===== config.mk =====
export PLATFORM = sky130hd
export DESIGN_NAME = timer_channel_mode_select
export DESIGN_NICKNAME = d
export VERILOG_FILES = /design/src/verilog/mode_select_pkg.sv /design/src/verilog/channel_slice.sv /design/src/verilog/timer_channel_mode_select.sv
export SDC_FILE = /design/constraint.sdc
export NUM_CORES = 1
export LEC_CHECK = 0
export BUFFER_PORTS_ARGS = -buffer_cell sky130_fd_sc_hd__buf_2
export CELL_PAD_IN_SITES_DETAIL_PLACEMENT = 0
export CELL_PAD_IN_SITES_GLOBAL_PLACEMENT = 1
export CORE_AREA = 3 3 122 124
export DETAILED_ROUTE_END_ITERATION = 10
export DIE_AREA = 0 0 125 127
export PLACE_DENSITY_LB_ADDON = 0.1
export SLEW_MARGIN = 20
export SYNTH_ARGS = -nofsm -noshare
export SYNTH_HDL_FRONTEND = slang
export SYNTH_SLANG_ARGS = --single-unit

===== constraint.sdc =====
create_clock -name pclk -period 5.9 [get_ports pclk]
set_input_delay 0.885 -clock pclk [delete_from_list [all_inputs] [get_ports pclk]]
set_output_delay 0.885 -clock pclk [all_outputs]
set_load 0.02 [all_outputs]

===== src/verilog/mode_select_pkg.sv =====
// Purpose: Shared constants for the three-channel capture/compare mode select block
// Assumes: 32-bit APB data, 16-bit timer, one clock
// Notes: Offsets are byte addresses
package mode_select_pkg;
  localparam int CHANNELS = 3;
  localparam int MODE_W = 4;
  localparam int VALUE_W = 16;
  // Register byte offsets
  localparam logic [7:0] VALUE0_OFFSET = 8'h00;
  localparam logic [7:0] VALUE1_OFFSET = 8'h04;
  localparam logic [7:0] VALUE2_OFFSET = 8'h08;
  localparam logic [7:0] STATUS_OFFSET = 8'h0C;
  localparam logic [7:0] MODE_SEL_OFFSET = 8'h40;
  // Mode select field positions
  localparam int CHAN0_MODE_LSB = 0;
  localparam int CHAN1_MODE_LSB = 4;
  localparam int CHAN2_MODE_LSB = 8;
  localparam int MODE_SEL_W = 16;
  // Status field positions
  localparam int STAT_COMPARE_LSB = 0;
  localparam int STAT_CAPTURE_LSB = 3;
  localparam int STAT_HALL_BIT = 6;
  // Reset values
  localparam logic [15:0] MODE_SEL_RESET = 16'h0000;
  localparam logic [15:0] VALUE0_RESET = 16'h0000;
  localparam logic [15:0] VALUE1_RESET = 16'h0000;
  localparam logic [15:0] VALUE2_RESET = 16'h003C;
  // Mode codes
  localparam logic [3:0] MODE_OFF = 4'h0;
  localparam logic [3:0] MODE_DIRECT = 4'h1;
  localparam logic [3:0] MODE_COMPL = 4'h2;
  localparam logic [3:0] MODE_BOTH = 4'h3;
  localparam logic [3:0] MODE_DBL_FIRST = 4'h4;
  localparam logic [3:0] MODE_DBL_RISE = 4'h4;
  localparam logic [3:0] MODE_DBL_FALL = 4'h5;
  localparam logic [3:0] MODE_DBL_ANY = 4'h6;
  localparam logic [3:0] MODE_DBL_LAST = 4'h7;
  localparam logic [3:0] MODE_HALL = 4'h8;
  localparam logic [3:0] MODE_HYST = 4'h9;
  localparam logic [3:0] MODE_MULTI_FIRST = 4'hA;

  // True for codes that capture the timer count
  function automatic logic is_capture(input logic [3:0] code);
    is_capture = (code >= MODE_DBL_FIRST && code <= MODE_DBL_LAST) || (code >= MODE_MULTI_FIRST);
  endfunction : is_capture

  // True for codes that compare the value against the timer
  function automatic logic is_compare(input logic [3:0] code);
    is_compare = (code >= MODE_DIRECT && code <= MODE_BOTH) || (code == MODE_HYST);
  endfunction : is_compare
endpackage : mode_select_pkg


===== src/verilog/channel_slice.sv =====
// Purpose: One capture/compare channel steered by its 4-bit mode code
// Assumes: Capture input synchronous to pclk
// Notes: Pins and compare state are registered; capture hit is combinational
`timescale 1ns/10ps
module channel_slice (
  input wire logic pclk,
  input wire logic presetn,
  input wire logic [mode_select_pkg::MODE_W-1:0] mode,
  input wire logic [mode_select_pkg::VALUE_W-1:0] value,
  input wire logic [mode_select_pkg::VALUE_W-1:0] timer_count,
  input wire logic cap_in,
  output logic direct_out,
  output logic direct_oe_n,
  output logic compl_out,
  output logic compl_oe_n,
  output logic compare_state,
  output logic capture_hit
);
  import mode_select_pkg::*;

  logic cap_prev_reg, cap_prev_next;
  logic cmp_reg, cmp_next;
  logic dout_reg, dout_next, doe_n_reg, doe_n_next;
  logic cout_reg, cout_next, coe_n_reg, coe_n_next;
  logic rise, fall;

  assign rise = cap_in & ~cap_prev_reg;
  assign fall = ~cap_in & cap_prev_reg;

  // Edge choice per capture code; pairing detail is kept simple
  always_comb begin
    capture_hit = 1'b0;
    if (mode == MODE_DBL_RISE || mode == MODE_DBL_LAST) begin
      capture_hit = rise;
    end else if (mode == MODE_DBL_FALL) begin
      capture_hit = fall;
    end else if (mode == MODE_DBL_ANY) begin
      capture_hit = rise | fall;
    end else if (mode >= MODE_MULTI_FIRST) begin
      capture_hit = rise | fall;
    end
  end

  // Compare result and pin drive from the mode code
  always_comb begin
    cap_prev_next = cap_in;
    cmp_next = is_compare(mode) && (timer_count >= value);
    dout_next = 1'b0;
    doe_n_next = 1'b1; // Released for general I/O
    cout_next = 1'b0;
    coe_n_next = 1'b1;
    case (mode)
      MODE_DIRECT: begin
        dout_next = cmp_next;
        doe_n_next = 1'b0;
      end
      MODE_COMPL: begin
        cout_next = ~cmp_next;
        coe_n_next = 1'b0;
      end
      MODE_BOTH: begin
        dout_next = cmp_next;
        doe_n_next = 1'b0;
        cout_next = ~cmp_next;
        coe_n_next = 1'b0;
      end
      MODE_HYST: begin
        // Input high holds the output passive, giving the hysteresis-like band
        dout_next = cmp_next & ~cap_in;
        doe_n_next = 1'b0;
      end
      default: begin
        dout_next = 1'b0;
      end
    endcase
  end

  // Registers only
  always_ff @(posedge pclk or negedge presetn) begin
    if (!presetn) begin
      cap_prev_reg <= 1'b0;
      cmp_reg <= 1'b0;
      dout_reg <= 1'b0;
      doe_n_reg <= 1'b1;
      cout_reg <= 1'b0;
      coe_n_reg <= 1'b1;
    end else begin
      cap_prev_reg <= cap_prev_next;
      cmp_reg <= cmp_next;
      dout_reg <= dout_next;
      doe_n_reg <= doe_n_next;
      cout_reg <= cout_next;
      coe_n_reg <= coe_n_next;
    end
  end

  assign direct_out = dout_reg;
  assign direct_oe_n = doe_n_reg;
  assign compl_out = cout_reg;
  assign compl_oe_n = coe_n_reg;
  assign compare_state = cmp_reg;
endmodule : channel_slice


===== src/verilog/timer_channel_mode_select.sv =====
// Purpose: APB-reached mode select and value registers for three capture/compare channels
// Assumes: Timer count and capture inputs synchronous to pclk
// Notes: Two-cycle APB access phase; all outputs registered
//   Map: 0x00, 0x04, 0x08 channel values, 0x0C status, 0x40 mode select
//   Status: 2:0 compare states, 5:3 capture flags (write one to clear), 6 Hall enable
//   Unmapped addresses answer with an error, read zero and drop writes
//   Hall edges are only flagged; no capture rides on them
//   Mode select bits 15:12 are plain storage with no effect
`timescale 1ns/10ps
module timer_channel_mode_select #(
  parameter int CHAN_COUNT = mode_select_pkg::CHANNELS
) (
  input wire logic pclk,
  input wire logic presetn,
  input wire logic psel,
  input wire logic penable,
  input wire logic pwrite,
  input wire logic [7:0] paddr,
  input wire logic [31:0] pwdata,
  output logic [31:0] prdata,
  output logic pready,
  output logic pslverr,
  input wire logic [mode_select_pkg::VALUE_W-1:0] main_channel_timer,
  input wire logic [mode_select_pkg::CHANNELS-1:0] capture_in,
  output logic [mode_select_pkg::CHANNELS-1:0] direct_compare_pin_out,
  output logic [mode_select_pkg::CHANNELS-1:0] direct_compare_pin_oe_n,
  output logic [mode_select_pkg::CHANNELS-1:0] complementary_compare_pin_out,
  output logic [mode_select_pkg::CHANNELS-1:0] complementary_compare_pin_oe_n,
  output logic hall_detect_enable,
  output logic hall_edge
);
  import mode_select_pkg::*;

  // Field layout is fixed at three channels; the register map has no room for more
  if (CHAN_COUNT != CHANNELS) begin : g_bad_count
    $error("CHAN_COUNT must be 3");
  end

  // Register state and its next values
  logic [MODE_SEL_W-1:0] mode_sel_reg, mode_sel_next;
  logic [VALUE_W-1:0] value_reg [CHANNELS], value_next [CHANNELS];
  logic [CHANNELS-1:0] cap_flag_reg, cap_flag_next;
  logic [31:0] prdata_reg, prdata_next;
  logic pready_reg, pready_next, pslverr_reg, pslverr_next;
  logic hall_en_reg, hall_en_next, hall_edge_reg, hall_edge_next;
  logic [CHANNELS-1:0] hall_prev_reg, hall_prev_next;
  // Field views, slice results and bus qualifiers
  logic [MODE_W-1:0] chan_mode [CHANNELS];
  logic [CHANNELS-1:0] cmp_state, cap_hit;
  logic wr_commit, rd_start, addr_ok;

  // Byte address of one channel's value register
  function automatic logic [7:0] value_addr(input int idx);
    case (idx)
      0: value_addr = VALUE0_OFFSET;
      1: value_addr = VALUE1_OFFSET;
      default: value_addr = VALUE2_OFFSET;
    endcase
  endfunction : value_addr

  // Any mapped register; everything else answers with an error
  function automatic logic addr_mapped(input logic [7:0] a);
    addr_mapped = (a == STATUS_OFFSET) || (a == MODE_SEL_OFFSET);
    for (int i = 0; i < CHANNELS; i++) begin
      addr_mapped = addr_mapped || (a == value_addr(i));
    end
  endfunction : addr_mapped

  // Mode fields of the select register
  assign chan_mode[0] = mode_sel_reg[CHAN0_MODE_LSB +: MODE_W]; // chan0_mode_field
  assign chan_mode[1] = mode_sel_reg[CHAN1_MODE_LSB +: MODE_W]; // chan1_mode_field
  assign chan_mode[2] = mode_sel_reg[CHAN2_MODE_LSB +: MODE_W]; // chan2_mode_field

  // Per-channel slices, each steered only by its own field
  generate
    for (genvar i = 0; i < CHANNELS; i++) begin : g_chan
      channel_slice u_slice (
        .pclk(pclk),
        .presetn(presetn),
        .mode(chan_mode[i]),
        .value(value_reg[i]),
        .timer_count(main_channel_timer),
        .cap_in(capture_in[i]),
        .direct_out(direct_compare_pin_out[i]),
        .direct_oe_n(direct_compare_pin_oe_n[i]),
        .compl_out(complementary_compare_pin_out[i]),
        .compl_oe_n(complementary_compare_pin_oe_n[i]),
        .compare_state(cmp_state[i]),
        .capture_hit(cap_hit[i])
      );
    end
  endgenerate

  // APB phases: ready one cycle into access, write lands at the ready edge
  assign rd_start = psel & penable & ~pready_reg;
  assign wr_commit = psel & penable & pready_reg & pwrite;
  assign addr_ok = addr_mapped(paddr);

  // Bus answer; read data is taken one edge before ready, so a capture at the ready edge shows next read
  always_comb begin
    pready_next = rd_start;
    pslverr_next = rd_start & ~addr_ok;
    prdata_next = 32'h0000_0000;
    if (rd_start && !pwrite) begin
      // Value registers by channel
      for (int i = 0; i < CHANNELS; i++) begin
        if (paddr == value_addr(i)) begin
          prdata_next[VALUE_W-1:0] = value_reg[i];
        end
      end
      if (paddr == STATUS_OFFSET) begin
        prdata_next[STAT_COMPARE_LSB +: CHANNELS] = cmp_state;
        prdata_next[STAT_CAPTURE_LSB +: CHANNELS] = cap_flag_reg;
        prdata_next[STAT_HALL_BIT] = hall_en_reg;
      end
      if (paddr == MODE_SEL_OFFSET) begin
        prdata_next[MODE_SEL_W-1:0] = mode_sel_reg;
      end
    end
  end

  // Bus answer registers
  always_ff @(posedge pclk or negedge presetn) begin
    if (!presetn) begin
      prdata_reg <= 32'h0000_0000;
      pready_reg <= 1'b0;
      pslverr_reg <= 1'b0;
    end else begin
      prdata_reg <= prdata_next;
      pready_reg <= pready_next;
      pslverr_reg <= pslverr_next;
    end
  end

  // Mode select; written only at the ready edge of a mapped write
  always_comb begin
    mode_sel_next = mode_sel_reg;
    if (wr_commit && paddr == MODE_SEL_OFFSET) begin
      mode_sel_next = pwdata[MODE_SEL_W-1:0];
    end
  end

  // Mode select register
  always_ff @(posedge pclk or negedge presetn) begin
    if (!presetn) begin
      mode_sel_reg <= MODE_SEL_RESET;
    end else begin
      mode_sel_reg <= mode_sel_next;
    end
  end

  // Values and capture flags; a capture wins over a software write or clear in the same cycle
  always_comb begin
    cap_flag_next = cap_flag_reg;
    if (wr_commit && paddr == STATUS_OFFSET) begin
      cap_flag_next = cap_flag_reg & ~pwdata[STAT_CAPTURE_LSB +: CHANNELS];
    end
    for (int i = 0; i < CHANNELS; i++) begin
      value_next[i] = value_reg[i];
      // Software write first, so a capture below overrides it
      if (wr_commit && paddr == value_addr(i)) begin
        value_next[i] = pwdata[VALUE_W-1:0];
      end
      if (cap_hit[i] && is_capture(chan_mode[i])) begin
        value_next[i] = main_channel_timer;
        cap_flag_next[i] = 1'b1;
      end
    end
  end

  // Value and capture flag registers
  always_ff @(posedge pclk or negedge presetn) begin
    if (!presetn) begin
      value_reg[0] <= VALUE0_RESET;
      value_reg[1] <= VALUE1_RESET;
      value_reg[2] <= VALUE2_RESET;
      cap_flag_reg <= '0;
    end else begin
      for (int i = 0; i < CHANNELS; i++) begin
        value_reg[i] <= value_next[i];
      end
      cap_flag_reg <= cap_flag_next;
    end
  end

  // Hall detection; the previous pattern tracks even while off, so enabling raises no false edge
  always_comb begin
    hall_en_next = (chan_mode[0] == MODE_HALL) && (chan_mode[1] == MODE_HALL) &&
                   (chan_mode[2] == MODE_HALL);
    hall_prev_next = capture_in;
    hall_edge_next = hall_en_reg && (capture_in != hall_prev_reg);
  end

  // Hall registers
  always_ff @(posedge pclk or negedge presetn) begin
    if (!presetn) begin
      hall_en_reg <= 1'b0;
      hall_edge_reg <= 1'b0;
      hall_prev_reg <= '0;
    end else begin
      hall_en_reg <= hall_en_next;
      hall_edge_reg <= hall_edge_next;
      hall_prev_reg <= hall_prev_next;
    end
  end

  assign prdata = prdata_reg;
  assign pready = pready_reg;
  assign pslverr = pslverr_reg;
  assign hall_detect_enable = hall_en_reg;
  assign hall_edge = hall_edge_reg;
endmodule : timer_channel_mode_select


==> metrics.txt, run 1 <==
first-pass GRT wire length 26.5 mm; routed wl met3 834 um; clk_lat worst skew 0.36 ns; CTS Buf Count 9; asr flop ratio synth 1.00; Die Y 127 um; Core ar. 13900 um^2; Tmin final 3.24 ns; clock-pin slew on the worst setup and hold paths around 0.07 ns; Static Leak 3.66 nW; DR pass1 iterations 5; Filler cells 1338; CTS root buf clkbuf_16; Seq/Total Area, Yosys 0.406; initial core utilization 0.468; WL met2 7.21 mm; Crit Path Category in -> reg; synth warn 0; CTS tree built; Highest Signal Layer met4; fin. max-slew vios 0; Final nets around 830; DP HPWL 12.0 mm; total track usage 0.213; Final Skew 0.00643 ns; max_slew headroom 0.375; DRC violations left 0; Starting DRT DRC Count 396; CP endpoint kind flop; max reg flops 48; fraction of layout cells with a size suffix above 1 0.235; Total Neg Setup Slack 0 ns; Core Util, Final 0.516; post-DR vias/cell 5.37; Peak VDD IR 0.000149 V; count of unique library cells instantiated by Yosys 52; Slowest-stage cell, CP nor2b_2; CP peak stage delay ~0.86 ns; CP Launch Type input port; max cap viols 0; Seq pwr share 0.483; post-synth design cell area 6500 um^2; diode count 0; Synth Register Bits 105; PD cells 214 nW/um^2; Rows 43; Post-CTS Hold Fix Bufs 0; RSZ-0062 raised after global routing false; via count just under 5000; final hold violations 0; vias in the first global route 4654; crit-path max FO 20; Power Total 1.53 mW; WL/cell 18.4 um; area of the multi-input gates 3350 um^2; initial antenna violation count 0; dominant synthesized flop cell dfrtp_1; Worst EP required 6.13 ns; commonest non-fill, non-tap cell in the layout dfrtp_1; Int Pwr between 1 and 1.5 mW; most frequent cells in the layout dfrtp_1 (95), buf_2 (78), a21oi_1 (69), nor2_1 (63), inv_1 (57); status completed; Final setup viols 0; die width 125 um; count of buffers from port buffering 79; Sw Ratio 0.265; cells along the critical path buf_2 -> nor2b_2 -> nand3_2 -> mux2i_1 -> a21oi_1; grt total ovfl 0; Clk pwr share 0.401; largest net degree at the start of global routing 61; P&R area growth vs syn 10.2%; Post-CTS Setup Bufs 0; Avg Cell Area, Syn 9.92 um^2; Slew @ Worst Pin 0.933 ns; synthesized instance count around 660; CTS sink count between 100 and 150; Reg area 2640 um^2; RePlAce Congestion 0.872; combinational share of power 0.116; maximum root-to-sink buffer count 2; wire length on met1 8.23 mm; Final ANT Viol Nets 0; hold crit path type reg -> reg; Final Cycle Share 0.548; Ports between 100 and 150; htree depth 3; EDFF count, synth 0; Psw 0.406 mW; Arr. time, crit path between 3 and 4 ns; Post-Route WL 16.5 mm; die area 15900 um^2; fmax 309 MHz; post-CTS resize count 0
-- through the flow --
stage               instance area (um^2)  setup slack [ns]  hold WS, ns  cells
floorplan                           6550              3.11        0.466    670
global placement                    6870              2.38        0.490    879
detailed placement                  6870              2.33        0.499    879
CTS                                 7160              2.71        0.517    895
global route                        7160              2.53        0.529    895
finish                              7160              2.66        0.517    895
-- cell type report --
class | count | share of cell area
Clock buffer | 10 | 0.0320
Inverter | 57 | 0.0299
Tap cell | 180 | 0.0314
Multi-Input combinational cell | 453 | 0.468
Sequential cell | 105 | 0.369
Timing Repair Buffer | 84 | 0.0608
Clock inverter | 6 | 0.00908
-- power by group through the flow --
stage | logic (mW) | clock network, mW | registers [mW]
floorplan | 0.106 | 0 | 0.754
global placement | 0.175 | 0 | 0.755
detailed placement | 0.178 | 0 | 0.755
CTS | 0.179 | 0.629 | 0.741
global route | 0.201 | 0.664 | 0.743
finish | 0.178 | 0.615 | 0.742
-- cell usage after synthesis (5+ instances only) --
cell      number  share of area
inv_1         57          0.033
dfrtp_1       95           0.37
a211oi_1       8         0.0092
a22o_1         8          0.011
mux2i_1       42          0.065
nor3_1         8         0.0062
nor2_1        63          0.036
clkbuf_1      19          0.011
mux2_4        10          0.023
nor2b_1        9         0.0087
a22oi_1        6         0.0069
dfstp_2       10          0.040
buf_4         28          0.032
nand4_1        6         0.0058
nand2_1       32          0.018
nand2b_1       5         0.0048
mux2_2        37          0.064
a21oi_1       69          0.053
o21ai_0       29          0.022
ha_1          54           0.10
-- final timing paths --
kind / start / to / slack [ns] / depth (start not counted)
max reg2reg: value_reg[4] / g_chan[2].u_slice.compl_out / 3.54 / 7
min: pready / pready / 0.52 / 1
max in group asynchronous: presetn / value_reg[41] / 4.20 / 2
min reg2reg: pready / pready / 0.52 / 1
min in group asynchronous: presetn / hall_prev_reg[0] / 0.53 / 1
max: paddr[3] / value_reg[6] / 2.66 / 5
-- per-layer routing --
| layer | vias up | global-route usage |
|---|---|---|
| met5 | - | 0 |
| met2 | 129 | 0.313 |
| met1 | 2308 | 0.326 |
| li1 | 2357 | - |
| met4 | 0 | 0.0548 |
| met3 | 13 | 0.0380 |
-- critical path, delay by kind of cell --
kind | cells | cell delay, ns
buf+inv | 1 | 0.39
mux | 1 | 0.38
compound gates | 1 | 0.10
simple gates | 2 | 1.70
-- cells by family (layout without fill, tap and decap cells) --
| family | count (synthesis) | after routing | share of synthesized area |
|---|---|---|---|
| buf+inv | 112 | 157 | 0.0874 |
| compound gates | 149 | 149 | 0.140 |
| simple gates | 145 | 145 | 0.109 |
| mux | 89 | 89 | 0.152 |
| other cells | 1 | 16 | 0.000577 |
| flops | 105 | 105 | 0.406 |
| fa+ha+maj | 54 | 54 | 0.104 |
(Power assumes the default switching activity.)
==> inputs of run 2 (changes only) <==
--- a/config.mk
+++ b/config.mk
@@ -8,9 +8,9 @@
 export BUFFER_PORTS_ARGS = -buffer_cell sky130_fd_sc_hd__buf_2
 export CELL_PAD_IN_SITES_DETAIL_PLACEMENT = 0
 export CELL_PAD_IN_SITES_GLOBAL_PLACEMENT = 1
-export CORE_AREA = 3 3 122 124
+export CORE_AREA = 3 3 132 134
 export DETAILED_ROUTE_END_ITERATION = 10
-export DIE_AREA = 0 0 125 127
+export DIE_AREA = 0 0 135 137
 export PLACE_DENSITY_LB_ADDON = 0.1
 export SLEW_MARGIN = 20
 export SYNTH_ARGS = -nofsm -noshare
==> constraint.sdc (replaced) <==
create_clock -name pclk -period 2.9 [get_ports pclk]
set_input_delay 0.435 -clock pclk [delete_from_list [all_inputs] [get_ports pclk]]
set_output_delay 0.435 -clock pclk [all_outputs]
set_load 0.02 [all_outputs]
==> run 2 against run 1 <==
  * Die area rose by 17%
  * Final cell count grew 5.5%
  * Clock-buffer cell count unchanged
  * Worst setup slack got worse by 2.0 ns
  * Critical path type is now reg -> reg
  * Largest cell class unchanged
  * Highest routed layer unchanged
==> metrics.txt, run 2 (synthesized netlist as in run 1, its figures left out) <==
Post-CTS Setup Bufs 0 (unchanged); fraction of layout cells with a size suffix above 1 0.244 (+0.00951); Rows 47 (+9.3%); DR pass1 iterations 4 (-1); total track usage 0.196 (-0.0175); Arr. time, crit path 2.50 ns (-0.96 ns); crit-path max FO 3 (-85%); first-pass GRT wire length 27.8 mm (+5.1%); RSZ-0062 raised after global routing false; max cap viols 0 (unchanged); maximum root-to-sink buffer count 2 (unchanged); count of buffers from port buffering 79 (unchanged); fin. max-slew vios 0 (unchanged); grt total ovfl 0 (unchanged); CTS sink count 105 (unchanged); Final Skew 0.00700 ns (+0.000566 ns); max reg flops 48 (unchanged); Static Leak 3.72 nW (+1.6%); Core Util, Final 0.445 (-0.0706); PD cells 434 nW/um^2 (+100%); Final nets 837 (+1.1%); via count 4913 (+2.2%); post-DR vias/cell 5.20 (-3.1%); DP HPWL 13.0 mm (+8.4%); Peak VDD IR 0.000257 V (+72%); Die Y 137 um (+7.9%); initial core utilization 0.396 (-0.0721); largest net degree at the start of global routing 58 (-4.9%); max_slew headroom 0.542 (+0.167); DRC violations left 0 (unchanged); commonest non-fill, non-tap cell in the layout dfrtp_1; Ports 112 (unchanged); Worst Reg-to-Reg Cells 7 (unchanged); CP Launch Type flop; diode count 0 (unchanged); P&R area growth vs syn 12.5%; clk_lat worst skew 0.35 ns (about the same); Final Cycle Share 0.785; htree depth 3 (unchanged); hold crit path type in -> async; CTS root buf clkbuf_16; initial antenna violation count 0 (unchanged); Total Neg Setup Slack 0 ns (unchanged); Final ANT Viol Nets 0 (unchanged); clock-pin slew on the worst setup and hold paths 0.07 ns (about the same); Critical R2R Launch value_reg[41]; Reg-to-Reg End g_chan[0].u_slice.compare_state; post-CTS resize count 0 (unchanged); Core ar. 16400 um^2 (+18%); Final setup viols 0 (unchanged); Worst EP required 3.13 ns (-3.00 ns); Post-Route WL 17.5 mm (+5.9%); vias in the first global route 4935 (+6.0%); fmax 439 MHz; Starting DRT DRC Count 280 (-29%); most frequent cells in the layout dfrtp_1 (95), buf_2 (78), a21oi_1 (69), nor2_1 (63), inv_1 (57); Slew @ Worst Pin 0.687 ns (-0.246 ns); CP endpoint kind flop; CTS Buf Count 9 (unchanged); WL/cell 18.5 um (+0.41%); CTS tree built; RePlAce Congestion 0.851 (-2.4%); die width 135 um (+8.0%); Post-CTS Hold Fix Bufs 0 (unchanged); status completed; final hold violations 0 (unchanged); die area 18500 um^2 (+17%); r2r setup slk 0.62 ns (-2.92 ns); Tmin final between 2 and 2.5 ns; Crit Path Category reg -> reg
run 2: cell types whose count changed in the layout (fill, tap and decap cells not counted):
cell / delta
buf_12: +1
buf_4: +8
clkbuf_1: -1
inv_6: -1
inv_8: +1
clkbuf_8: +1
clkinvlp_4: -1
nor2b_2: -1
clkinv_4: +2
clkinv_2: -1
nor2b_1: +1
run 2: worst max-delay path, cell delays in order, from the launching register on:
cell and delay, ns:
dfrtp_1 0.37, inv_1 0.07, ha_1 0.29, a211oi_1 0.25, o21ai_0 0.15, a221oi_1 0.43
o21ai_0 0.36, nor3b_1 0.24
run 2: worst max-delay path by stage:
stage | from | to | cells after the start
after detailed placement | paddr[5] | mode_sel_reg[5] | 5
after global placement | paddr[5] | mode_sel_reg[15] | 5
after CTS | value_reg[41] | g_chan[0].u_slice.compare_state | 7
after floorplan | paddr[5] | mode_sel_reg[0] | 7
final | value_reg[41] | g_chan[0].u_slice.compare_state | 7
after global routing | value_reg[45] | g_chan[0].u_slice.compare_state | 7
run 2: cell type report:
type	count	area, um^2
Fill cell	1600	9100
Multi-Input combinational cell	453	3350
Sequential cell	105	2640
Timing Repair Buffer	93	515
Tap cell	220	275
Clock buffer	10	239
Inverter	57	214
Clock inverter	6	72.6
run 2: report_power, final:
part           internal [mW]  switching (mW)
Combinational          0.137           0.238
Sequential              1.49          0.0184
Clock                  0.705           0.582
Total                   2.33           0.838
run 2: per-layer routing:
layer	global-route usage	vias up	routed length [um]
met5	0	-	0
met4	0.0711	0	408
met3	0.0298	24	1030
met2	0.289	147	7370
met1	0.291	2358	8640
li1	-	2384	-
run 2: per-stage QoR:
stage | area, um^2 | setup slack (ns) | power, mW | hold slack (ns) | cells
after floorplan | 6550 | 0.557 | 1.75 | 0.139 | 670
after global placement | 7000 | 0.422 | 1.91 | 0.492 | 928
after detailed placement | 7000 | 0.411 | 1.91 | 0.497 | 928
after CTS | 7310 | 0.641 | 3.21 | 0.148 | 944
after global routing | 7310 | 0.524 | 3.31 | 0.169 | 944
final | 7310 | 0.625 | 3.17 | 0.116 | 944
==> inputs of run 3 (changes only) <==
--- a/config.mk
+++ b/config.mk
@@ -8,9 +8,9 @@
 export BUFFER_PORTS_ARGS = -buffer_cell sky130_fd_sc_hd__buf_2
 export CELL_PAD_IN_SITES_DETAIL_PLACEMENT = 0
 export CELL_PAD_IN_SITES_GLOBAL_PLACEMENT = 1
-export CORE_AREA = 3 3 132 134
+export CORE_AREA = 3 3 126 128
 export DETAILED_ROUTE_END_ITERATION = 10
-export DIE_AREA = 0 0 135 137
+export DIE_AREA = 0 0 129 131
 export PLACE_DENSITY_LB_ADDON = 0.1
 export SLEW_MARGIN = 20
 export SYNTH_ARGS = -nofsm -noshare
==> constraint.sdc (replaced) <==
create_clock -name pclk -period 2.2 [get_ports pclk]
set_input_delay 0.33 -clock pclk [delete_from_list [all_inputs] [get_ports pclk]]
set_output_delay 0.33 -clock pclk [all_outputs]
set_load 0.02 [all_outputs]
==> run 3 against run 2 <==
  * Combinational power grew 39%
  * Largest power group unchanged
  * Maximum frequency rose by 9.4%
  * Via count rose by 0.94%
  * Global-route usage increased by 1.3 points
  * Clock power up 25%
  * Critical path depth rose by 1
  * Worst hold slack improved by 0.019 ns
  * Flip-flop and latch count stayed put
  * Power up 30%
  * Cell area is 2.9% higher
  * Largest cell class unchanged
  * Die area shrank 8.6%
==> metrics.txt, run 3 (synthesized netlist as in run 1, its figures left out) <==
WL/cell 18.2 um (-1.8%); Post-CTS Setup Bufs 0 (unchanged); hold crit path type in -> reg; P&R area growth vs syn 15.8%; CTS tree built; clk_lat worst skew 0.35 ns (about the same); Arr. time, crit path 2.37 ns (-0.13 ns); DR pass1 iterations 4 (unchanged); status completed; die area 16900 um^2 (-8.6%); post-DR vias/cell 5.29 (+1.6%); CTS Buf Count 9 (unchanged); Filler cells 1461 (-8.7%); largest net degree at the start of global routing 67 (+16%); Final Skew 0.00409 ns (-0.00292 ns); fmax 481 MHz (+9.4%); initial antenna violation count 0 (unchanged); r2r setup slk 0.12 ns (-0.50 ns); CP Launch Type flop; commonest non-fill, non-tap cell in the layout dfrtp_1; grt total ovfl 0 (unchanged); DP HPWL 13.0 mm (+0.10%); fraction of layout cells with a size suffix above 1 0.272 (+0.0275); Worst EP required 2.49 ns (-0.64 ns); max cap viols 0 (unchanged); Ports 112 (unchanged); Final setup viols 0 (unchanged); most frequent cells in the layout dfrtp_1 (95), buf_2 (78), a21oi_1 (69), nor2_1 (63), inv_1 (57); vias in the first global route 4831 (-2.1%); final hold violations 0 (unchanged); maximum root-to-sink buffer count 2 (unchanged); htree depth 3 (unchanged); Crit Path Category reg -> reg; Final Cycle Share 0.945 (+0.161); clock-pin slew on the worst setup and hold paths 0.07 ns (about the same); Power Total 4.12 mW (+30%); Final ANT Viol Nets 0 (unchanged); Peak VDD IR 0.000346 V (+35%); Die Y 131 um (-4.4%); Rows 45 (-4.3%); initial core utilization 0.434 (+0.0378); Starting DRT DRC Count 407 (+45%); first-pass GRT wire length 26.9 mm (-3.2%); Placed Area 7210 um^2 (+3.0%); post-route cell area 7520 um^2 (+2.9%); Hold WS 0.134 ns (+0.0188 ns); crit-path max FO 3 (unchanged); Final nets 863 (+3.1%); CTS root buf clkbuf_16; fin. max-slew vios 0 (unchanged); Tmin final 2.08 ns (-0.196 ns); RePlAce Congestion 0.876 (+2.9%); die width 129 um (-4.4%); count of buffers from port buffering 79 (unchanged); Post-Place Cells 921 (-0.75%); max reg flops 48 (unchanged); total track usage 0.209 (+0.0134); RSZ-0062 raised after global routing false; PD cells 547 nW/um^2 (+26%); Post-Route WL 17.0 mm (-2.4%); Core ar. 15000 um^2 (-8.7%); DRC violations left 0 (unchanged); CP endpoint kind flop; CTS sink count 105 (unchanged); via count 4959 (+0.94%); Finished Layout Cells 938 (-0.64%); diode count 0 (unchanged); Static Leak 3.87 nW (+3.9%)
run 3: metrics by stage:
step	setup WS, ns	util	setup TNS (ns)
floorplan	-0.0376	-	-0.376
global placement	0.00394	0.481	0
detailed placement	-0.0113	0.481	-0.107
CTS	0.0347	0.502	0
global route	0.0120	0.502	0
finish	0.120	0.502	0
run 3: worst max-delay path: stages (launching register included):
cell      delay [ns]
dfstp_2         0.53
inv_1           0.05
ha_1            0.29
a211o_1         0.26
a21oi_1         0.12
o21ai_0         0.17
a211oi_2        0.28
buf_4           0.17
and3_1          0.15
run 3: worst paths after layout:
| path | from | end | cells after the start |
|---|---|---|---|
| min in group asynchronous | presetn | cap_flag_reg[0] | 2 |
| min reg2reg | hall_detect_enable | hall_edge | 2 |
| max in group asynchronous | presetn | value_reg[5] | 3 |
| max reg2reg | value_reg[4] | g_chan[2].u_slice.compl_out | 8 |
| min | capture_in[1] | hall_prev_reg[1] | 1 |
| max | value_reg[4] | g_chan[2].u_slice.compl_out | 8 |
run 3: power by group:
group	switching, mW	internal, mW	total (mW)
Combinational	0.317	0.202	0.519
Clock	0.763	0.846	1.61
Sequential	0.0244	1.96	1.99
run 3: routing by layer:
metal	up-vias	share of wire	GRT usage
met5	-	0	0
met4	0	0.018	0.0735
met3	17	0.051	0.0240
met2	131	0.43	0.309
met1	2381	0.50	0.317
li1	2430	-	-
run 3: final cells by class:
| cell class | instances | area [um^2] | share of cell area |
|---|---|---|---|
| repair buffers | 119 | 776 | 0.103 |
| clock inverters | 5 | 42.5 | 0.00566 |
| multi-input cells | 453 | 3360 | 0.447 |
| inverters | 57 | 214 | 0.0284 |
| well taps | 188 | 235 | 0.0313 |
| flip-flops and latches | 105 | 2640 | 0.351 |
| clock buffers | 11 | 253 | 0.0336 |
run 3: timing repair:
item,4_1_cts,5_1_grt
endpoints found under the setup margin,0,4
gates resized for setup,0,3
hold buffers,1,0
hold endpoints to repair,12,0
